$ cat src/rtl/sfrc_defines.vh
// Constants of the serial flash read and configuration write logic.
// Assumes inclusion by bare name from the rtl folder.
`ifndef SFRC_DEFINES_VH
`define SFRC_DEFINES_VH
// Opcodes
`define SFRC_OP_UNLOCK 8'h06
`define SFRC_OP_CFG_WR 8'h11
`define SFRC_OP_SET_PARAM 8'hc0
`define SFRC_OP_STAT_RD 8'h05
`define SFRC_OP_CFG_RD 8'h15
`define SFRC_OP_CONT_RST 8'hff
`define SFRC_OP_RD 8'h03
`define SFRC_OP_FAST 8'h0b
`define SFRC_OP_DTR_FAST 8'h0d
`define SFRC_OP_DUAL_OUT 8'h3b
`define SFRC_OP_DUAL_IO 8'hbb
`define SFRC_OP_DTR_DUAL_IO 8'hbd
`define SFRC_OP_QUAD_OUT 8'h6b
// Field positions, reset values, mode match value and learning pattern
`define SFRC_CFG_LEARN_BIT 0
`define SFRC_CFG_DUMMY_SEL_BIT 1
`define SFRC_PARAM_DUM_HI 5
`define SFRC_PARAM_DUM_LO 4
`define SFRC_CFG_RST 8'h00
`define SFRC_PARAM_RST 8'h00
`define SFRC_CONT_MATCH 2'h2
`define SFRC_LEARN_PAT 8'h34
// Frame lengths in bits
`define SFRC_OP_BITS 6'h08
`define SFRC_ADDR_BITS 6'h18
`define SFRC_MODE_BITS 6'h08
`define SFRC_DATA_BITS 6'h08
// Dummy clocks
`define SFRC_FAST_DUMMY 4'h8
`define SFRC_DTR_FAST_DUMMY 4'h6
`define SFRC_DUAL_OUT_DUMMY 4'h8
`define SFRC_QUAD_OUT_DUMMY 4'h8
`define SFRC_DUAL_IO_EXTRA 4'h4
`define SFRC_DTR_DUAL_IO_DUMMY 4'h4
`define SFRC_FOUR_WIRE_DUMMY_BASE 4'h4
// Timing
`define SFRC_CLK_NS 20
`define SFRC_TW_NS 1000000
`define SFRC_TW_CYC ((`SFRC_TW_NS + `SFRC_CLK_NS - 1) / `SFRC_CLK_NS)
// Read buffer
`define SFRC_FIFO_W 8
`define SFRC_FIFO_D 8
`endif

$ cat src/rtl/sfrc_top.v
// Command logic of a serial NOR flash: configuration write and array reads.
// Assumes link pins from outside the clock domain and a same-clock array port.
//
// Functional notes
// - Configuration write accepted only while the write unlock latch is set.
// - Write unlock command sets the write unlock latch.
// - Configuration write runs only if chip select rises after exactly eight data bits.
// - Self-timed write cycle starts when chip select rises.
// - Busy flag high during the cycle; completion clears busy and unlock latch.
// - Address sampled on rising edges, data driven on falling edges.
// - Read address increments per byte and wraps to zero.
// - Reads rejected while a write cycle runs, leaving the cycle intact.
// - Four-wire fast read uses 4, 6, 8 or 10 dummy clocks from parameter.
// - Double-rate fast read: address and data on both edges, six dummy clocks.
// - Dual output read: address on one line, data two bits per clock.
// - Dual I/O read moves address, mode and data two bits per clock.
// - Mode bits 5:4 equal 1,0 let the next read skip the opcode.
// - Other mode values or the mode reset command restore normal opcodes.
// - Double-rate dual I/O read supports the same continuous mode.
// - Quad output read returns four bits per clock on falling edges.
// - Dummy select bit gives dual I/O read 0 or 4 dummy clocks.
// - Learning pattern driven on active lines during the last eight dummy clocks of fast and double-rate reads when enabled.
`timescale 1ns/1ps
`default_nettype none
`include "sfrc_defines.vh"
module sfrc_top #(
  parameter TW_CYCLES = `SFRC_TW_CYC
) (
  // Clock and reset
  input wire CLK,
  input wire RST,
  // Serial link
  input wire SCLK,
  input wire CS_N,
  input wire [3:0] IO_I,
  output wire [3:0] IO_O,
  output wire [3:0] IO_OE,
  // Array read port
  output wire MEM_RD,
  output wire [23:0] MEM_ADDR,
  input wire [7:0] MEM_RDATA,
  input wire MEM_VALID,
  // Status and configuration
  input wire EXT_BUSY,
  input wire FOUR_WIRE_COMMAND_MODE,
  output wire BUSY_FLAG,
  output wire WRITE_UNLOCK_LATCH,
  output wire [7:0] CONFIG_REG,
  output wire [7:0] READ_PARAM,
  output wire CONTINUOUS_MODE
);
  localparam [2:0] PH_IDLE = 3'h0;
  localparam [2:0] PH_CMD = 3'h1;
  localparam [2:0] PH_ADDR = 3'h2;
  localparam [2:0] PH_MODE = 3'h3;
  localparam [2:0] PH_DUMMY = 3'h4;
  localparam [2:0] PH_DATA = 3'h5;
  localparam [2:0] PH_STAT = 3'h6;
  localparam [2:0] PH_IGN = 3'h7;
  localparam [19:0] TW_LAST = TW_CYCLES[19:0] - 20'h00001;

  reg [2:0] phase_q;
  reg [7:0] cmd_q, cont_cmd_q;
  reg [5:0] bit_cnt_q;
  reg [23:0] in_sr_q;
  reg [3:0] dum_q;
  reg [7:0] osr_q;
  reg [3:0] ocnt_q;
  reg [3:0] io_o_q, io_oe_q;
  reg wel_q, wip_q, busy_q, cont_q;
  reg [19:0] tw_cnt_q;
  reg [7:0] cfg_q, param_q;
  reg [23:0] fetch_addr_q, mem_addr_q;
  reg mem_rd_q, pend_q, drop_q, fetch_on_q;

  ////////////////////////////////////////////////////////////////////////////
  // Pin synchronisers and edge detection
  reg [5:0] sy1_q, sy2_q;
  reg sclk_d_q, cs_d_q;
  wire cs_n = sy2_q[5];
  wire sclk = sy2_q[4];
  wire [3:0] io = sy2_q[3:0];
  always @(posedge CLK) begin
    if (RST) begin
      sy1_q <= 6'h20;
      sy2_q <= 6'h20;
      sclk_d_q <= 1'b0;
      cs_d_q <= 1'b1;
    end else begin
      sy1_q <= {CS_N, SCLK, IO_I};
      sy2_q <= sy1_q;
      sclk_d_q <= sclk;
      cs_d_q <= cs_n;
    end
  end
  wire rise = sclk & ~sclk_d_q & ~cs_n;
  wire fall = ~sclk & sclk_d_q & ~cs_n;
  wire cs_fall = ~cs_n & cs_d_q;
  wire cs_rise = cs_n & ~cs_d_q;

  ////////////////////////////////////////////////////////////////////////////
  // Command properties
  function is_read;
    input [7:0] op;
    begin
      is_read = (op == `SFRC_OP_RD) || (op == `SFRC_OP_FAST) ||
                (op == `SFRC_OP_DTR_FAST) || (op == `SFRC_OP_DUAL_OUT) ||
                (op == `SFRC_OP_DUAL_IO) || (op == `SFRC_OP_DTR_DUAL_IO) ||
                (op == `SFRC_OP_QUAD_OUT);
    end
  endfunction

  function [3:0] lane_mask;
    input [2:0] w;
    begin
      case (w)
        3'h2: lane_mask = 4'h3;
        3'h4: lane_mask = 4'hf;
        default: lane_mask = 4'h2;
      endcase
    end
  endfunction

  wire four = FOUR_WIRE_COMMAND_MODE;
  wire busy_any = wip_q | EXT_BUSY;
  wire is_dtr = (cmd_q == `SFRC_OP_DTR_FAST) || (cmd_q == `SFRC_OP_DTR_DUAL_IO);
  wire dual_io = (cmd_q == `SFRC_OP_DUAL_IO) || (cmd_q == `SFRC_OP_DTR_DUAL_IO);
  wire has_mode = dual_io;
  wire [2:0] aw = four ? 3'h4 : (dual_io ? 3'h2 : 3'h1);
  reg [2:0] dw;
  always @* begin
    dw = 3'h1;
    if (four)
      dw = 3'h4;
    else if (cmd_q == `SFRC_OP_QUAD_OUT)
      dw = 3'h4;
    else if (dual_io || cmd_q == `SFRC_OP_DUAL_OUT)
      dw = 3'h2;
  end
  wire [2:0] ow = (phase_q == PH_STAT) ? (four ? 3'h4 : 3'h1) : dw;
  wire [3:0] param_dum = `SFRC_FOUR_WIRE_DUMMY_BASE +
                         {1'b0, param_q[`SFRC_PARAM_DUM_HI:`SFRC_PARAM_DUM_LO], 1'b0};
  reg [3:0] dummy_n;
  always @* begin
    case (cmd_q)
      `SFRC_OP_FAST: dummy_n = four ? param_dum : `SFRC_FAST_DUMMY;
      `SFRC_OP_DTR_FAST: dummy_n = `SFRC_DTR_FAST_DUMMY;
      `SFRC_OP_DUAL_OUT: dummy_n = `SFRC_DUAL_OUT_DUMMY;
      `SFRC_OP_QUAD_OUT: dummy_n = `SFRC_QUAD_OUT_DUMMY;
      `SFRC_OP_DUAL_IO: dummy_n = cfg_q[`SFRC_CFG_DUMMY_SEL_BIT] ? `SFRC_DUAL_IO_EXTRA : 4'h0;
      `SFRC_OP_DTR_DUAL_IO: dummy_n = `SFRC_DTR_DUAL_IO_DUMMY;
      default: dummy_n = 4'h0;
    endcase
  end

  ////////////////////////////////////////////////////////////////////////////
  // Input shifting
  wire [2:0] iw = (phase_q == PH_ADDR || phase_q == PH_MODE) ? aw : (four ? 3'h4 : 3'h1);
  localparam [2:0] PH_WDATA_OK = PH_IGN;
  wire in_ph = (phase_q == PH_CMD) || (phase_q == PH_ADDR) ||
               (phase_q == PH_MODE) || (phase_q == PH_WDATA_OK);
  reg wdata_q;
  wire samp = (rise || (fall && is_dtr && (phase_q == PH_ADDR || phase_q == PH_MODE))) && in_ph;
  reg [23:0] sh_next;
  always @* begin
    case (iw)
      3'h2: sh_next = {in_sr_q[21:0], io[1:0]};
      3'h4: sh_next = {in_sr_q[19:0], io};
      default: sh_next = {in_sr_q[22:0], io[0]};
    endcase
  end
  wire [5:0] cnt_next = bit_cnt_q + {3'h0, iw};
  wire addr_done = samp && (phase_q == PH_ADDR) && (cnt_next >= `SFRC_ADDR_BITS);
  wire flush = cs_rise | addr_done;

  ////////////////////////////////////////////////////////////////////////////
  // Output shifting
  wire [7:0] fifo_data;
  wire fifo_valid, fifo_in_ready;
  wire [7:0] stat_byte = (cmd_q == `SFRC_OP_CFG_RD) ? cfg_q : {6'h00, wel_q, busy_q};
  wire drv = (fall || (rise && is_dtr && phase_q == PH_DATA)) &&
             (phase_q == PH_DATA || phase_q == PH_STAT);
  wire [7:0] cur_byte = (ocnt_q == 4'h0) ?
                        ((phase_q == PH_STAT) ? stat_byte : fifo_data) : osr_q;
  wire pop = drv && (phase_q == PH_DATA) && (ocnt_q == 4'h0) && fifo_valid;
  wire [7:0] learn_pat = `SFRC_LEARN_PAT;
  wire [2:0] pat_idx = dum_q[2:0] - 3'h1;
  wire learn_on = cfg_q[`SFRC_CFG_LEARN_BIT] && (is_dtr || cmd_q == `SFRC_OP_FAST) &&
                  (dum_q <= 4'h8) && (dum_q != 4'h0);

  always @(posedge CLK) begin
    if (RST) begin
      osr_q <= 8'h00;
      ocnt_q <= 4'h0;
      io_o_q <= 4'h0;
      io_oe_q <= 4'h0;
    end else if (cs_rise || cs_fall) begin
      ocnt_q <= 4'h0;
      io_oe_q <= 4'h0;
    end else if (drv) begin
      case (ow)
        3'h2: io_o_q <= {2'h0, cur_byte[7:6]};
        3'h4: io_o_q <= cur_byte[7:4];
        default: io_o_q <= {2'h0, cur_byte[7], 1'b0};
      endcase
      io_oe_q <= lane_mask(ow);
      osr_q <= cur_byte << ow;
      ocnt_q <= ((ocnt_q == 4'h0) ? 4'h8 : ocnt_q) - {1'b0, ow};
    end else if (fall && phase_q == PH_DUMMY) begin
      if (learn_on) begin
        io_o_q <= {4{learn_pat[pat_idx]}} & lane_mask(dw);
        io_oe_q <= lane_mask(dw);
      end else
        io_oe_q <= 4'h0;
    end
  end

  ////////////////////////////////////////////////////////////////////////////
  // Command sequencer
  always @(posedge CLK) begin
    if (RST) begin
      phase_q <= PH_IDLE;
      wdata_q <= 1'b0;
      cmd_q <= 8'h00;
      cont_cmd_q <= 8'h00;
      bit_cnt_q <= 6'h00;
      in_sr_q <= 24'h000000;
      dum_q <= 4'h0;
      wel_q <= 1'b0;
      wip_q <= 1'b0;
      busy_q <= 1'b0;
      cont_q <= 1'b0;
      tw_cnt_q <= 20'h00000;
      cfg_q <= `SFRC_CFG_RST;
      param_q <= `SFRC_PARAM_RST;
    end else begin
      busy_q <= busy_any;
      if (wip_q) begin
        if (tw_cnt_q >= TW_LAST) begin
          wip_q <= 1'b0;
          wel_q <= 1'b0;
        end else
          tw_cnt_q <= tw_cnt_q + 20'h00001;
      end
      if (cs_rise) begin
        phase_q <= PH_IDLE;
        wdata_q <= 1'b0;
        if (wdata_q && bit_cnt_q == `SFRC_DATA_BITS) begin
          if (cmd_q == `SFRC_OP_CFG_WR && wel_q && !busy_any) begin
            cfg_q <= in_sr_q[7:0];
            wip_q <= 1'b1;
            tw_cnt_q <= 20'h00000;
          end else if (cmd_q == `SFRC_OP_SET_PARAM)
            param_q <= in_sr_q[7:0];
        end
      end else if (cs_fall) begin
        bit_cnt_q <= 6'h00;
        in_sr_q <= 24'h000000;
        wdata_q <= 1'b0;
        if (cont_q) begin
          cmd_q <= cont_cmd_q;
          phase_q <= busy_any ? PH_IGN : PH_ADDR;
        end else
          phase_q <= PH_CMD;
      end else if (samp) begin
        in_sr_q <= sh_next;
        bit_cnt_q <= cnt_next;
        if (phase_q == PH_CMD && cnt_next >= `SFRC_OP_BITS) begin
          cmd_q <= sh_next[7:0];
          bit_cnt_q <= 6'h00;
          phase_q <= PH_IGN;
          if (sh_next[7:0] == `SFRC_OP_STAT_RD || sh_next[7:0] == `SFRC_OP_CFG_RD)
            phase_q <= PH_STAT;
          else if (!busy_any) begin
            if (sh_next[7:0] == `SFRC_OP_UNLOCK)
              wel_q <= 1'b1;
            else if (sh_next[7:0] == `SFRC_OP_CONT_RST)
              cont_q <= 1'b0;
            else if (sh_next[7:0] == `SFRC_OP_CFG_WR || sh_next[7:0] == `SFRC_OP_SET_PARAM)
              wdata_q <= 1'b1;
            else if (is_read(sh_next[7:0]))
              phase_q <= PH_ADDR;
          end
        end else if (addr_done) begin
          bit_cnt_q <= 6'h00;
          if (has_mode)
            phase_q <= PH_MODE;
          else if (dummy_n == 4'h0)
            phase_q <= PH_DATA;
          else begin
            phase_q <= PH_DUMMY;
            dum_q <= dummy_n;
          end
        end else if (phase_q == PH_MODE && cnt_next >= `SFRC_MODE_BITS) begin
          cont_q <= (sh_next[5:4] == `SFRC_CONT_MATCH);
          cont_cmd_q <= cmd_q;
          bit_cnt_q <= 6'h00;
          dum_q <= dummy_n;
          phase_q <= (dummy_n == 4'h0) ? PH_DATA : PH_DUMMY;
        end else if (wdata_q && cnt_next > `SFRC_DATA_BITS)
          bit_cnt_q <= `SFRC_DATA_BITS + 6'h01;
      end else if (rise && phase_q == PH_DUMMY) begin
        dum_q <= dum_q - 4'h1;
        if (dum_q == 4'h1)
          phase_q <= PH_DATA;
      end
    end
  end

  ////////////////////////////////////////////////////////////////////////////
  // Array prefetch into the read buffer
  wire push = MEM_VALID && pend_q && !drop_q && !flush;
  always @(posedge CLK) begin
    if (RST) begin
      fetch_addr_q <= 24'h000000;
      mem_addr_q <= 24'h000000;
      mem_rd_q <= 1'b0;
      pend_q <= 1'b0;
      drop_q <= 1'b0;
      fetch_on_q <= 1'b0;
    end else begin
      mem_rd_q <= 1'b0;
      if (MEM_VALID) begin
        pend_q <= 1'b0;
        drop_q <= 1'b0;
      end
      if (flush) begin
        fetch_on_q <= addr_done;
        fetch_addr_q <= sh_next;
        if (pend_q && !MEM_VALID)
          drop_q <= 1'b1;
      end else if (fetch_on_q && !pend_q && fifo_in_ready) begin
        mem_rd_q <= 1'b1;
        mem_addr_q <= fetch_addr_q;
        fetch_addr_q <= fetch_addr_q + 24'h000001;
        pend_q <= 1'b1;
      end
    end
  end

  sfrc_fifo #(
    .W(`SFRC_FIFO_W),
    .D(`SFRC_FIFO_D)
  ) u_fifo (
    .clk(CLK),
    .rst(RST),
    .flush(flush),
    .in_valid(push),
    .in_ready(fifo_in_ready),
    .in_data(MEM_RDATA),
    .out_valid(fifo_valid),
    .out_ready(pop),
    .out_data(fifo_data)
  );

  ////////////////////////////////////////////////////////////////////////////
  // Outputs
  assign IO_O = io_o_q;
  assign IO_OE = io_oe_q;
  assign MEM_RD = mem_rd_q;
  assign MEM_ADDR = mem_addr_q;
  assign BUSY_FLAG = busy_q;
  assign WRITE_UNLOCK_LATCH = wel_q;
  assign CONFIG_REG = cfg_q;
  assign READ_PARAM = param_q;
  assign CONTINUOUS_MODE = cont_q;
endmodule // sfrc_top
`default_nettype wire

$ cat src/rtl/sfrc_fifo.v
// Synchronous FIFO with valid/ready on both sides and a flush.
// Assumes a single clock and a synchronous active-high reset.
`timescale 1ns/1ps
`default_nettype none
module sfrc_fifo #(
  parameter W = 8,
  parameter D = 8
) (
  // Clock and reset
  input wire clk,
  input wire rst,
  input wire flush,
  // Fill side
  input wire in_valid,
  output wire in_ready,
  input wire [W-1:0] in_data,
  // Drain side
  output wire out_valid,
  input wire out_ready,
  output wire [W-1:0] out_data
);
  localparam AW = $clog2(D);
  localparam [AW:0] FULL = D;
  reg [W-1:0] mem [0:D-1];
  reg [AW-1:0] wp_q, rp_q;
  reg [AW:0] cnt_q;
  wire push = in_valid & in_ready;
  wire pop = out_valid & out_ready;
  assign in_ready = (cnt_q != FULL);
  assign out_valid = (cnt_q != {(AW+1){1'b0}});
  assign out_data = mem[rp_q];
  always @(posedge clk) begin
    if (push)
      mem[wp_q] <= in_data;
  end
  always @(posedge clk) begin
    if (rst || flush) begin
      wp_q <= {AW{1'b0}};
      rp_q <= {AW{1'b0}};
      cnt_q <= {(AW+1){1'b0}};
    end else begin
      if (push)
        wp_q <= (wp_q == D - 1) ? {AW{1'b0}} : wp_q + 1'b1;
      if (pop)
        rp_q <= (rp_q == D - 1) ? {AW{1'b0}} : rp_q + 1'b1;
      if (push && !pop)
        cnt_q <= cnt_q + 1'b1;
      else if (pop && !push)
        cnt_q <= cnt_q - 1'b1;
    end
  end
endmodule // sfrc_fifo
`default_nettype wire

$ cat config.mk
export PLATFORM = sky130hd
export DESIGN_NAME = sfrc_top
export DESIGN_NICKNAME = d
export VERILOG_FILES = /design/src/rtl/sfrc_top.v /design/src/rtl/sfrc_fifo.v
export VERILOG_INCLUDE_DIRS = /design/src /design/src/rtl
export SDC_FILE = /design/constraint.sdc
export NUM_CORES = 1
export LEC_CHECK = 0
export ABC_AREA = 1
export BUFFER_PORTS_ARGS = -buffer_cell sky130_fd_sc_hd__clkbuf_2
export CAP_MARGIN = 20
export CELL_PAD_IN_SITES_DETAIL_PLACEMENT = 1
export CELL_PAD_IN_SITES_GLOBAL_PLACEMENT = 1
export CORE_MARGIN = 3
export CORE_UTILIZATION = 40
export CTS_CLUSTER_DIAMETER = 30
export DETAILED_ROUTE_END_ITERATION = 8
export PLACE_DENSITY = 0.8
export SLEW_MARGIN = 0
export SYNTH_ARGS = -nofsm -noshare
export SYNTH_HDL_FRONTEND = slang
export SYNTH_SLANG_ARGS = --single-unit
$ cat constraint.sdc
create_clock -name CLK -period 9.9 [get_ports CLK]
set_input_delay 1.485 -clock CLK [delete_from_list [all_inputs] [get_ports CLK]]
set_output_delay 1.485 -clock CLK [all_outputs]
set_load 0.01 [all_outputs]
# Word level (Yosys, flattened, before mapping)
# Memories as Yosys holds them, arrays and structs flattened. A register that Yosys moved wholly into a read port is not among the register bits.
# Index checks and enable logic that the tools add are counted.
word_totals:
  ram_bits: 64
  romBits: 8
  reg_bits: 189
  elab_cells: 328
  out_inout_bits: 52
  in_bits: 19
  n_memories: 2
memory_table:
  columns: ["name", "words", "word_bits", "rd", "rd_clocked_by_memory_dff", "write_ports", "line", "source"]
  rows:
  - ["u_fifo.mem", 8, 8, 1, 1, 1, "sfrc_fifo.v:24", "reg [W-1:0] mem [0:D-1];"]
  - ["(name not given)", 8, 1, 1, 0, 0, "sfrc_top.v:211", "io_o_q <= {4{learn_pat[pat_idx]}} & lane_mask(dw);"]
op_classes:
  shifts: 1
  mux: 110
  order_cmp: 6
  n_eq_ne: 52
  add_sub_neg: 11
  bitwise: 26
  n_reduce_logical: 89
ops:
  columns: ["op", "count"]
  rows:
  - ["$mux 20", 5]
  - ["$mux 4", 22]
  - ["$mux 3", 27]
  - ["$eq 8x8->1 const B", 7]
  - ["$mux 8", 7]
  - ["$mux 24", 2]
  - ["$pmux 24 s2", 1]
  - ["$mux 23", 2]
  - ["$mux 6", 6]
  - ["$eq 8x4->1 const B", 4]
  - ["$eq 8x5->1 const B", 4]
  - ["$mux 1", 32]
  - ["$logic_and 1x1->1", 30]
  - ["$eq 3x3->1 const B", 9]
  - ["$add 24x1->24 const B", 1]
  - ["$pmux 4 s2", 3]
  - ["$logic_or 1x1->1", 21]
  - ["$add 20x1->20 const B", 1]
  - ["$ge 20x16->1 const B", 1]
  - ["$pmux 4 s5", 1]
  - ["$eq 8x3->1 const B", 2]
  - ["$eq 8x6->1 const B", 2]
  - ["$eq 8x7->1 const B", 2]
  - ["$reduce_bool 2->1", 8]
  - ["42 further kinds", 95]

# Depth between registers and ports, before layout
# Gate-level depths: netlist of the first run.
logic_depth:
  ltp_word: 23
  ltp_mapped: 31

# Modules after synthesis
# A second synthesis of the first run with hierarchy kept.
hier_totals:
  cells_unflattened: 1642
  hier_area_um2: 12689.7
modules_own_cells:
  columns: ["mod", "n_inst", "area_per_inst_um2", "seq_area_each_um2", "cells_each"]
  rows:
  - ["sfrc_top", 1, 9356.5, 3563.4, 1330]
  - ["sfrc_fifo", 1, 3333.2, 2182.1, 312]

# Worst setup path before layout of the first run
# Ideal clock, no wire load.
synth_path:
  kind: "input -> register"
  startpoint: "input port FOUR_WIRE_COMMAND_MODE"
  endpoint: "register u_fifo.cnt_q[3]"
  arrival_time_ns: 4.761
  setup_ns: 0.116
  cell_stages: 25
  slack_ns: 5.024
  n_path_buf: 2
  cell_sequence: "buf_2 > clkinv_2 > nand2_8 > inv_1 > ha_1 > fa_1 > nand2_1 > a21oi_1 > xor2_1 > inv_1 > nand2_1 > nand3_1 > nand3_4 > nand2_2 > buf_6 > nor2_2 > ha_1 > inv_1 > ha_1 > a21o_1 > a21oi_1 > nor2_1 > nor2_1 > xor2_1 > nor2_1"
synth_between:
  elab_chain_len: 12
  elab_cells_between_ends: 16
synth_lines:
  columns: ["item", "line", "source"]
  rows:
  - ["from (decl)", "sfrc_top.v:45", "input wire FOUR_WIRE_COMMAND_MODE,"]
  - ["$mux 3 (on tied branches)", "sfrc_top.v:158, sfrc_top.v:129", null]
  - ["$mux 3 *", "sfrc_top.v:158", "wire [2:0] iw = (phase_q == PH_ADDR || phase_q == PH_MODE) ? aw : (four ? 3'h4 : 3'h1);"]
  - ["$add 6x3->6 *", "sfrc_top.v:172", "wire [5:0] cnt_next = bit_cnt_q + {3'h0, iw};"]
  - ["$ge 6x5->1 (no source line) *", null, null]
  - ["$logic_and 1x1->1 *", "sfrc_top.v:173", "wire addr_done = samp && (phase_q == PH_ADDR) && (cnt_next >= `SFRC_ADDR_BITS);"]
  - ["$or 1x1->1 *", "sfrc_top.v:174", "wire flush = cs_rise | addr_done;"]
  - ["$logic_not 1->1 *", "sfrc_top.v:312", "wire push = MEM_VALID && pend_q && !drop_q && !flush;"]
  - ["$logic_and 1x1->1 *", "sfrc_top.v:312", null]
  - ["$and 1x1->1 *", "sfrc_fifo.v:27", "wire push = in_valid & in_ready;"]
  - ["net u_fifo.push", "sfrc_fifo.v:27", null]
  - ["$logic_not 1->1", "sfrc_fifo.v:48", "else if (pop && !push)"]
  - ["$logic_and 1x1->1", "sfrc_fifo.v:48", null]
  - ["$reduce_bool 2->1 (no source line)", null, null]
  - ["to (signal assigned)", "sfrc_fifo.v:40", "cnt_q <= {(AW+1){1'b0}};"]
  - ["to (signal assigned)", "sfrc_fifo.v:47", "cnt_q <= cnt_q + 1'b1;"]
  - ["to (signal assigned)", "sfrc_fifo.v:49", "cnt_q <= cnt_q - 1'b1;"]
  - ["to (decl)", "sfrc_fifo.v:26", "reg [AW:0] cnt_q;"]
# Mark *: on every way through the listed nets, which the timed path passes. The rest lies on a longest branch.
# A chain may end at the register's enable or synchronous reset.

# Worst setup path in the final report of the first run
# Ends and elaborated chain as after synthesis.

==> reports/metrics.cfg, run 1 <==
[setup_path]
category_of_the_most_critical_setup_path=input port to register
r2r-start=cmd_q[0]
worstRegToRegCells=27
cell_class_contributing_the_biggest_share_of_worst_path_delay=simple AND/OR/NAND/NOR gates
category_of_the_worst_setup_path_capture_point=register
critPathLaunch=FOUR_WIRE_COMMAND_MODE
worstPathRequired_ps=10390
critical-path-max-stage-delay_ps=410
worstPathArrival_ps=6170
crit_buf_inv=4
critical_path.slowest_cell=fa_1
critPathMaxFanout=20
setup.worst_path.start_class=input port
cp.depth=25

[clock_tree]
cts.clk_slew.worst_paths_ps=50
h-tree-depth=2
postCtsSetupRepairBufs=0
postCtsResizedCells=0
tritoncts_num_sinks=255
clockBufferDepth=3
cts-buffers-inserted=60
cts-root-buf=clkbuf_16
cts-hold-fix-buffers=0
clock_tree_from_tritoncts=done
clock_latency_ps=600

[detailed_routing]
wl_met3_um=2040
total_routed_wirelength_um=40700
avgViaCountPerCell=5.49
drt-pass1-iter-count=5
remaining_drc_errors=0
num_vias=11700
detail_route.iter0.violations=696
met1_routed_wirelength_after_detailed_routing_um=17600
maxUsedRoutingLayer=met4
wl_per_cell_um=19.0
met2WireLength_um=19700
ant_nets=0

[timing]
hold_viol=0
report.final.slew_viol_count=0
maxClockFrequency_mhz=176
period_minus_slack_ps=5680
tns_ps=0
grt_setup_unrepaired=false
slew_headroom=0.358
tightestPinTransition_ps=956
timing.final.setup_violations=0
clock_skew_ps=31.2
whs_ps=396
finalCritPeriodShare=0.574

[logic_synthesis]
register_bit_total_from_synthesis=255
total_standard_cell_area_after_synthesis_um2=12500
ys_warn_count=0
async_sr_flop_fraction=0
synth-main-ff-cell=dfxtp_1
synth_sequential_area_ratio=0.458
ys_types=58
syn_nets=1652
synthesis.area_per_instance_um2=7.78
synth_enable_flop_cells=64
instance_count_of_the_mapped_netlist=1610

[pwr]
power.internal_mw=2.58
p_leak_nw=6.23
netSwitchingPower_mw=0.735
power.combinational.fraction=0.022
proportion_of_power_drawn_by_the_clock_network=0.653
design_power_total_mw=3.31
powerDensity_nw_per_um2=215
power_frac_seq=0.326
power.share.switching=0.222
peakVddDrop_uv=123

[finish]
drive_above_1_share=0.161
antenna_cells=0
num-nets-final=1733
layout_commonest_cell=nand2_1
area_growth_syn_to_layout_pct=23.1
layout.cells.most_common_list=299 x nand2_1, 214 x nor2_1, 191 x dfxtp_1, 152 x inv_1, 148 x o21ai_0
final_core_util=0.502

[floorplan]
num_rows=64
dieWidth_um=183
number_of_placed_i_o_pins=71
floorplan.die_area_um2=33500
die_span_y_um=183
fp.coreArea_um2=30700
start_util=0.408

[grt]
via_count_of_the_first_global_routing_pass=12400
gr-total-overflow=0
global_route.usage.total=0.240
grt_pass1_wl_um=65300
pin_count_of_the_biggest_net_entering_global_routing=74
grt_antenna_before_repair=0

[job]
drv_cap=0

[placement]
placement.io_buffers=70
post-dp-hpwl_um=26900
gp_congestion=0.903

[hold_path]
holdPathStages=2
worstHoldStart=sy1_q[1]
min_path_type=register to register

[status]
status=finished clean

area by class of cell:
type	count	area [µm²]
repair buffers	81	430
multi-input cells	1115	5830
clock buffers	66	1560
well taps	396	495
fillers	3729	15300
clock inverters	47	687
flip-flops and latches	255	5750
inverters	178	673
worst min-delay path: stages (launching register included):
cell and delay [ps]:
dfxtp_1 290, inv_1 40, nor2_1 30
metal layers:
layer	global-route usage	vias to the layer above
li1	-	5566
met3	0.0417	96
met5	0	-
met1	0.296	5727
met2	0.416	346
met4	0.0978	0
stage by stage:
step | worst slack, ps | instance area, µm² | cells
4_1_cts | 4250 | 15400 | 2137
2_1_floorplan | 5020 | 12500 | 1610
5_1_grt | 3820 | 15400 | 2138
3_5_place_dp | 3690 | 13200 | 2024
6_report | 4220 | 15400 | 2138
3_3_place_gp | 3960 | 13200 | 2024
state kept, by name, summed over array words and instances (netlist names), 3 cells and up, named ones only:
name	cells
tw_cnt_q	20
u_fifo.rp_q	3
READ_PARAM	8
u_fifo.cnt_q	4
ocnt_q	4
IO_OE	3
sy2_q	6
fetch_addr_q	24
osr_q	8
MEM_ADDR	24
phase_q	3
cont_cmd_q	8
CONFIG_REG	8
dum_q	4
u_fifo.wp_q	3
in_sr_q	23
sy1_q	6
IO_O	4
bit_cnt_q	6
u_fifo.mem	64
cmd_q	8
power by group through the flow:
stage / sequential (mW) / combinational [mW] / clock, mW
floorplan: 1.10 / 0.0453 / 0
global placement: 1.10 / 0.0677 / 0
detailed placement: 1.10 / 0.0699 / 0
CTS: 1.08 / 0.0717 / 2.19
global route: 1.08 / 0.0792 / 2.25
finish: 1.08 / 0.0716 / 2.16
cells by family (layout without fill, tap and decap cells):
logic type | Yosys count | in the layout | synth area share
AOI/OAI and AO/OA | 379 | 379 | 0.170
adders and majority gates | 23 | 23 | 0.0248
DFF | 255 | 255 | 0.458
buffers and inverters | 240 | 372 | 0.0772
xor gates and xnor gates | 37 | 37 | 0.0259
muxes | 1 | 1 | 0.000898
and+or+nand+nor | 675 | 675 | 0.243
synth_stat cells, drive strengths merged, types with 12 or more instances:
cell type	count	area share
nor2	229	0.075
edfxtp	64	0.15
dfxtp	191	0.31
nand4	15	0.0075
nand3	67	0.034
clkbuf	37	0.011
a31oi	12	0.0060
nor3	29	0.015
a211oi	12	0.0072
nand2	313	0.099
o22ai	20	0.010
ha	20	0.020
buf	25	0.012
o21ai	159	0.064
a21oi	137	0.057
o211ai	26	0.017
xor2	31	0.022
inv	175	0.053
final timing paths:
kind	slack, ps	end
max reg2reg	4690	u_fifo.cnt_q[3]
max	4220	u_fifo.cnt_q[3]
min	400	sy2_q[1]
min reg2reg	400	sy2_q[1]
Note: power is estimated with default switching activity, not from simulation.
==> run 2: changes to the inputs <==
==> constraint.sdc (replaced) <==
create_clock -name CLK -period 5.5 [get_ports CLK]
set_input_delay 0.825 -clock CLK [delete_from_list [all_inputs] [get_ports CLK]]
set_output_delay 0.825 -clock CLK [all_outputs]
set_load 0.01 [all_outputs]
==> run 2 against run 1 <==
Compared with the run above: non-clock buffer count increased by 5; sequential share of layout area increased by 0.085 points; highest routed layer is now met5; worst setup slack got worse by 3200 ps; total power increased by 76%; critical path type is now register to register.
==> reports/metrics.cfg, run 2 (synthesis gave the netlist of run 1 again) <==
[placement]
post-dp-hpwl_um=26400
gp_congestion=0.882
dpl.cell_count=2030
placement.io_buffers=70

[setup_path]
worstRegToRegCells=27
critPathMaxFanout=13
category_of_the_most_critical_setup_path=register to register
critical_path.slowest_cell=dfxtp_1
r2r_slack_ps=1030
critical-path-max-stage-delay_ps=420
r2r-start=cmd_q[0]
worstPathRequired_ps=5990
setup.worst_path.start_class=register
worstPathArrival_ps=4960
crit_path_frequent_cell=nand2_1
r2r_end=u_fifo.cnt_q[3]
category_of_the_worst_setup_path_capture_point=register

[timing]
tns_ps=0
report.final.slew_viol_count=0
hold_viol=0
whs_ps=402
tightestPinTransition_ps=953
timing.final.setup_violations=0
period_minus_slack_ps=4470
grt_setup_unrepaired=false
maxClockFrequency_mhz=224
clock_skew_ps=27.1
slew_headroom=0.362
finalCritPeriodShare=0.813

[grt]
via_count_of_the_first_global_routing_pass=12500
pin_count_of_the_biggest_net_entering_global_routing=78
gr-total-overflow=0
grt_pass1_wl_um=64400
global_route.usage.total=0.236
grt_antenna_before_repair=1

[clock_tree]
clock_tree_from_tritoncts=done
clockBufferDepth=3
cts.clk_slew.worst_paths_ps=50
postCtsResizedCells=0
postCtsSetupRepairBufs=0
cts-root-buf=clkbuf_16
h-tree-depth=2
clock_latency_ps=600
tritoncts_num_sinks=255
cts-buffers-inserted=61
cts-hold-fix-buffers=0

[finish]
flip_flop_count_of_the_largest_register_after_layout=64
area_growth_syn_to_layout_pct=22.8
antenna_cells=0
layout_commonest_cell=nand2_1
num-nets-final=1739
max_flop_register=u_fifo.mem
layoutNonFillerInstCount=2142
layout.cells.most_common_list=299 x nand2_1, 214 x nor2_1, 191 x dfxtp_1, 152 x inv_1, 148 x o21ai_0
drive_above_1_share=0.159

[status]
status=finished clean

[detailed_routing]
ant_nets=0
remaining_drc_errors=0
total_routed_wirelength_um=39600
detail_route.iter0.violations=577
wl_met3_um=1800
avgViaCountPerCell=5.45
num_vias=11700
drt-pass1-iter-count=6
met1_routed_wirelength_after_detailed_routing_um=17100
wl_per_cell_um=18.5
maxUsedRoutingLayer=met5
met2WireLength_um=19500

[job]
drv_cap=0

[floorplan]
die_span_y_um=183
fp.coreArea_um2=30700
dieWidth_um=183
num_rows=64
start_util=0.408
number_of_placed_i_o_pins=71
floorplan.die_area_um2=33500

[hold_path]
min_path_type=register to register
holdPathStages=2
worstHoldStart=sy1_q[1]
holdPathEnd=sy2_q[1]

[pwr]
powerDensity_nw_per_um2=379
p_leak_nw=6.25
peakVddDrop_uv=229

==> run 2: area by class of cell <==
type,count,area [µm²]
clock inverters,36,533
multi-input cells,1115,5830
fillers,3741,15400
repair buffers,86,470
inverters,178,673
clock buffers,76,1640
flip-flops and latches,255,5750
well taps,396,495
==> run 2: per-stage QoR <==
step                total power, mW  utilization  setup slack, ps  cell area [µm²]
floorplan                      2.06            -             1280            12500
global placement               2.10        0.430              890            13200
detailed placement             2.10        0.430              679            13200
CTS                            5.88        0.500             1040            15400
global route                   6.01        0.500              633            15400
finish                         5.83        0.500             1030            15400
==> run 2: metal layers <==
layer | vias up | GRT usage
met5 | - | 0
met4 | 2 | 0.0850
met3 | 80 | 0.0424
met2 | 293 | 0.411
met1 | 5728 | 0.294
li1 | 5571 | -
==> run 2: worst max path at each step <==
stage | cells after the start | to | slack (ps) | from
finish | 27 | u_fifo.cnt_q[3] | 1030 | cmd_q[0]
global route | 27 | u_fifo.cnt_q[3] | 630 | cmd_q[0]
CTS | 27 | u_fifo.cnt_q[3] | 1040 | cmd_q[0]
detailed placement | 25 | u_fifo.cnt_q[3] | 680 | FOUR_WIRE_COMMAND_MODE
global placement | 25 | u_fifo.cnt_q[3] | 890 | FOUR_WIRE_COMMAND_MODE
floorplan | 25 | u_fifo.cnt_q[3] | 1280 | FOUR_WIRE_COMMAND_MODE
==> run 2: power by group <==
part | leakage [nW] | total, mW | internal [mW] | switching, mW
combinational | 3.07 | 0.127 | 0.0312 | 0.0957
clock | 1.06 | 3.76 | 2.62 | 1.14
sequential | 2.12 | 1.94 | 1.93 | 0.00790
total | 6.25 | 5.83 | 4.58 | 1.24
==> run 2: worst max-delay path, delay by kind of cell, from the launching register on <==
kind,cells,cell delay [ps]
adders and majority gates,4,1180
buffers and inverters,3,340
xor gates and xnor gates,2,290
and+or+nand+nor,15,1720
AOI/OAI and AO/OA,3,420
DFF,1,420
==> run 3: changes to the inputs <==
==> constraint.sdc (replaced) <==
create_clock -name CLK -period 4.4 [get_ports CLK]
set_input_delay 0.66 -clock CLK [delete_from_list [all_inputs] [get_ports CLK]]
set_output_delay 0.66 -clock CLK [all_outputs]
set_load 0.01 [all_outputs]
==> run 3 against run 2 <==
Compared with the run above: design area grew 3.0%; die area is the same; first-iteration DRC count grew 44%; sequential share of layout area shrank 1.0 points; global-route usage grew 0.60 points; worst setup slack lost 720 ps; critical path type unchanged; via count grew 1.6%.
==> reports/metrics.cfg, run 3 (synthesis gave the netlist of run 1 again) <==
[timing]
tns_ps=0
timing.final.setup_violations=0
period_minus_slack_ps=4090
grt_setup_unrepaired=false
hold_viol=0
finalCritPeriodShare=0.929
clock_skew_ps=62.6
timing.final.ws_setup_ps=311
maxClockFrequency_mhz=245
report.final.slew_viol_count=0
slew_headroom=0.378
tightestPinTransition_ps=931

[detailed_routing]
drt-pass1-iter-count=5
remaining_drc_errors=0
detail_route.iter0.violations=833
total_routed_wirelength_um=40900
wl_per_cell_um=18.9
avgViaCountPerCell=5.47
num_vias=11900
ant_nets=0

[clock_tree]
h-tree-depth=3
clock_tree_from_tritoncts=done
clock_latency_ps=600
cts-buffers-inserted=68
clockBufferDepth=3
cts-root-buf=clkbuf_16
tritoncts_num_sinks=255
cts.clk_slew.worst_paths_ps=40

[setup_path]
category_of_the_worst_setup_path_capture_point=register
cp.depth=28
worstPathArrival_ps=4550
category_of_the_most_critical_setup_path=register to register
worstPathRequired_ps=4860
crit_buf_inv=4
r2r_slack_ps=310
critPathMaxFanout=6
setup.worst_path.start_class=register
r2r_end=u_fifo.cnt_q[3]
critical_path.slowest_cell=fa_2
cell_class_contributing_the_biggest_share_of_worst_path_delay=simple AND/OR/NAND/NOR gates
critPathLaunch=cmd_q[2]
worstRegToRegCells=28
timing.critical_path.to=u_fifo.cnt_q[3]
critical-path-max-stage-delay_ps=360
r2r-start=cmd_q[2]

[pwr]
power.combinational.fraction=0.021
power_frac_seq=0.309
p_leak_nw=6.48
proportion_of_power_drawn_by_the_clock_network=0.670
peakVddDrop_uv=474
power.internal_mw=6.06
powerDensity_nw_per_um2=496
netSwitchingPower_mw=1.79
power.share.switching=0.228
design_power_total_mw=7.85

[floorplan]
die_span_y_um=183
number_of_placed_i_o_pins=71
fp.coreArea_um2=30700
dieWidth_um=183
start_util=0.408
floorplan.die_area_um2=33500
num_rows=64

[placement]
placement.io_buffers=70
post-dp-hpwl_um=26700
place_ws_ps=-24.9
postPlaceCellArea_um2=13300
gp_congestion=0.894

[finish]
total_area_of_multi_input_combinational_cells_um2=5870
final_core_util=0.515
drive_above_1_share=0.181
fillerInstances=3706
area_growth_syn_to_layout_pct=26.4
finish.instance_area_um2=15800
max_flop_register=u_fifo.mem
layout.cells.most_common_list=298 x nand2_1, 213 x nor2_1, 186 x dfxtp_1, 150 x inv_1, 148 x o21ai_0
antenna_cells=0
layout_commonest_cell=nand2_1
ff_latch_area_um2=5750
flip_flop_count_of_the_largest_register_after_layout=64
num-nets-final=1762

[hold_path]
min_path_type=input port to register

[grt]
grt_antenna_before_repair=0
grt_pass1_wl_um=65500
via_count_of_the_first_global_routing_pass=12500
pin_count_of_the_biggest_net_entering_global_routing=74
gr-total-overflow=0
global_route.usage.total=0.242

[status]
status=finished clean

[job]
drv_cap=0

==> run 3: layer usage <==
metal  up-vias  part of all wire  track usage
met4         0             0.036        0.102
met3       105             0.049       0.0537
met5         -                 0            0
li1       5619                 -            -
met2       322              0.50        0.422
met1      5819              0.42        0.288
==> run 3: worst min path at each step <==
stage	startpoint	to	slack (ps)	cells after the start
6_report	IO_I[3]	sy1_q[3]	290	3
5_1_grt	IO_I[0]	sy1_q[0]	280	3
3_5_place_dp	sy1_q[3]	sy2_q[3]	400	2
3_3_place_gp	sy1_q[3]	sy2_q[3]	400	2
2_1_floorplan	sy1_q[0]	sy2_q[0]	390	2
4_1_cts	IO_I[3]	sy1_q[3]	270	3
==> run 3: worst reg2reg max path, delay by kind of cell, from the launching register on <==
family | cells | cell delay, ps
simple gates | 15 | 1520
fa+ha+maj | 4 | 1070
compound gates | 3 | 390
buf+inv | 4 | 360
flops | 1 | 330
xor+xnor | 2 | 280
==> run 3: cell type report <==
cell class	count	share of cell area
Multi-Input combinational cell	1116	0.370
Sequential cell	255	0.363
Clock buffer	87	0.121
Inverter	178	0.0427
Timing Repair Buffer	101	0.0370
Clock inverter	38	0.0346
Tap cell	396	0.0313
==> run 3: repair_timing <==
item                                   CTS  global route
gates resized for setup                  0            17
endpoints found under the hold margin    0             0
buffers inserted                         0             7
setup endpoints to repair                0            35
hold buffers                             0             0
==> run 3: through the flow <==
stage,hold slack [ps],instances
4_1_cts,268,2163
6_report,287,2171
5_1_grt,281,2171
3_5_place_dp,398,2038
2_1_floorplan,388,1610
3_3_place_gp,400,2038
==> run 3: power groups by stage <==
stage	Sequential, mW	Clock (mW)	Combinational, mW
2_1_floorplan	2.47	0	0.102
3_3_place_gp	2.47	0	0.151
3_5_place_dp	2.47	0	0.156
4_1_cts	2.43	5.32	0.158
5_1_grt	2.43	5.45	0.180
6_report	2.43	5.26	0.163
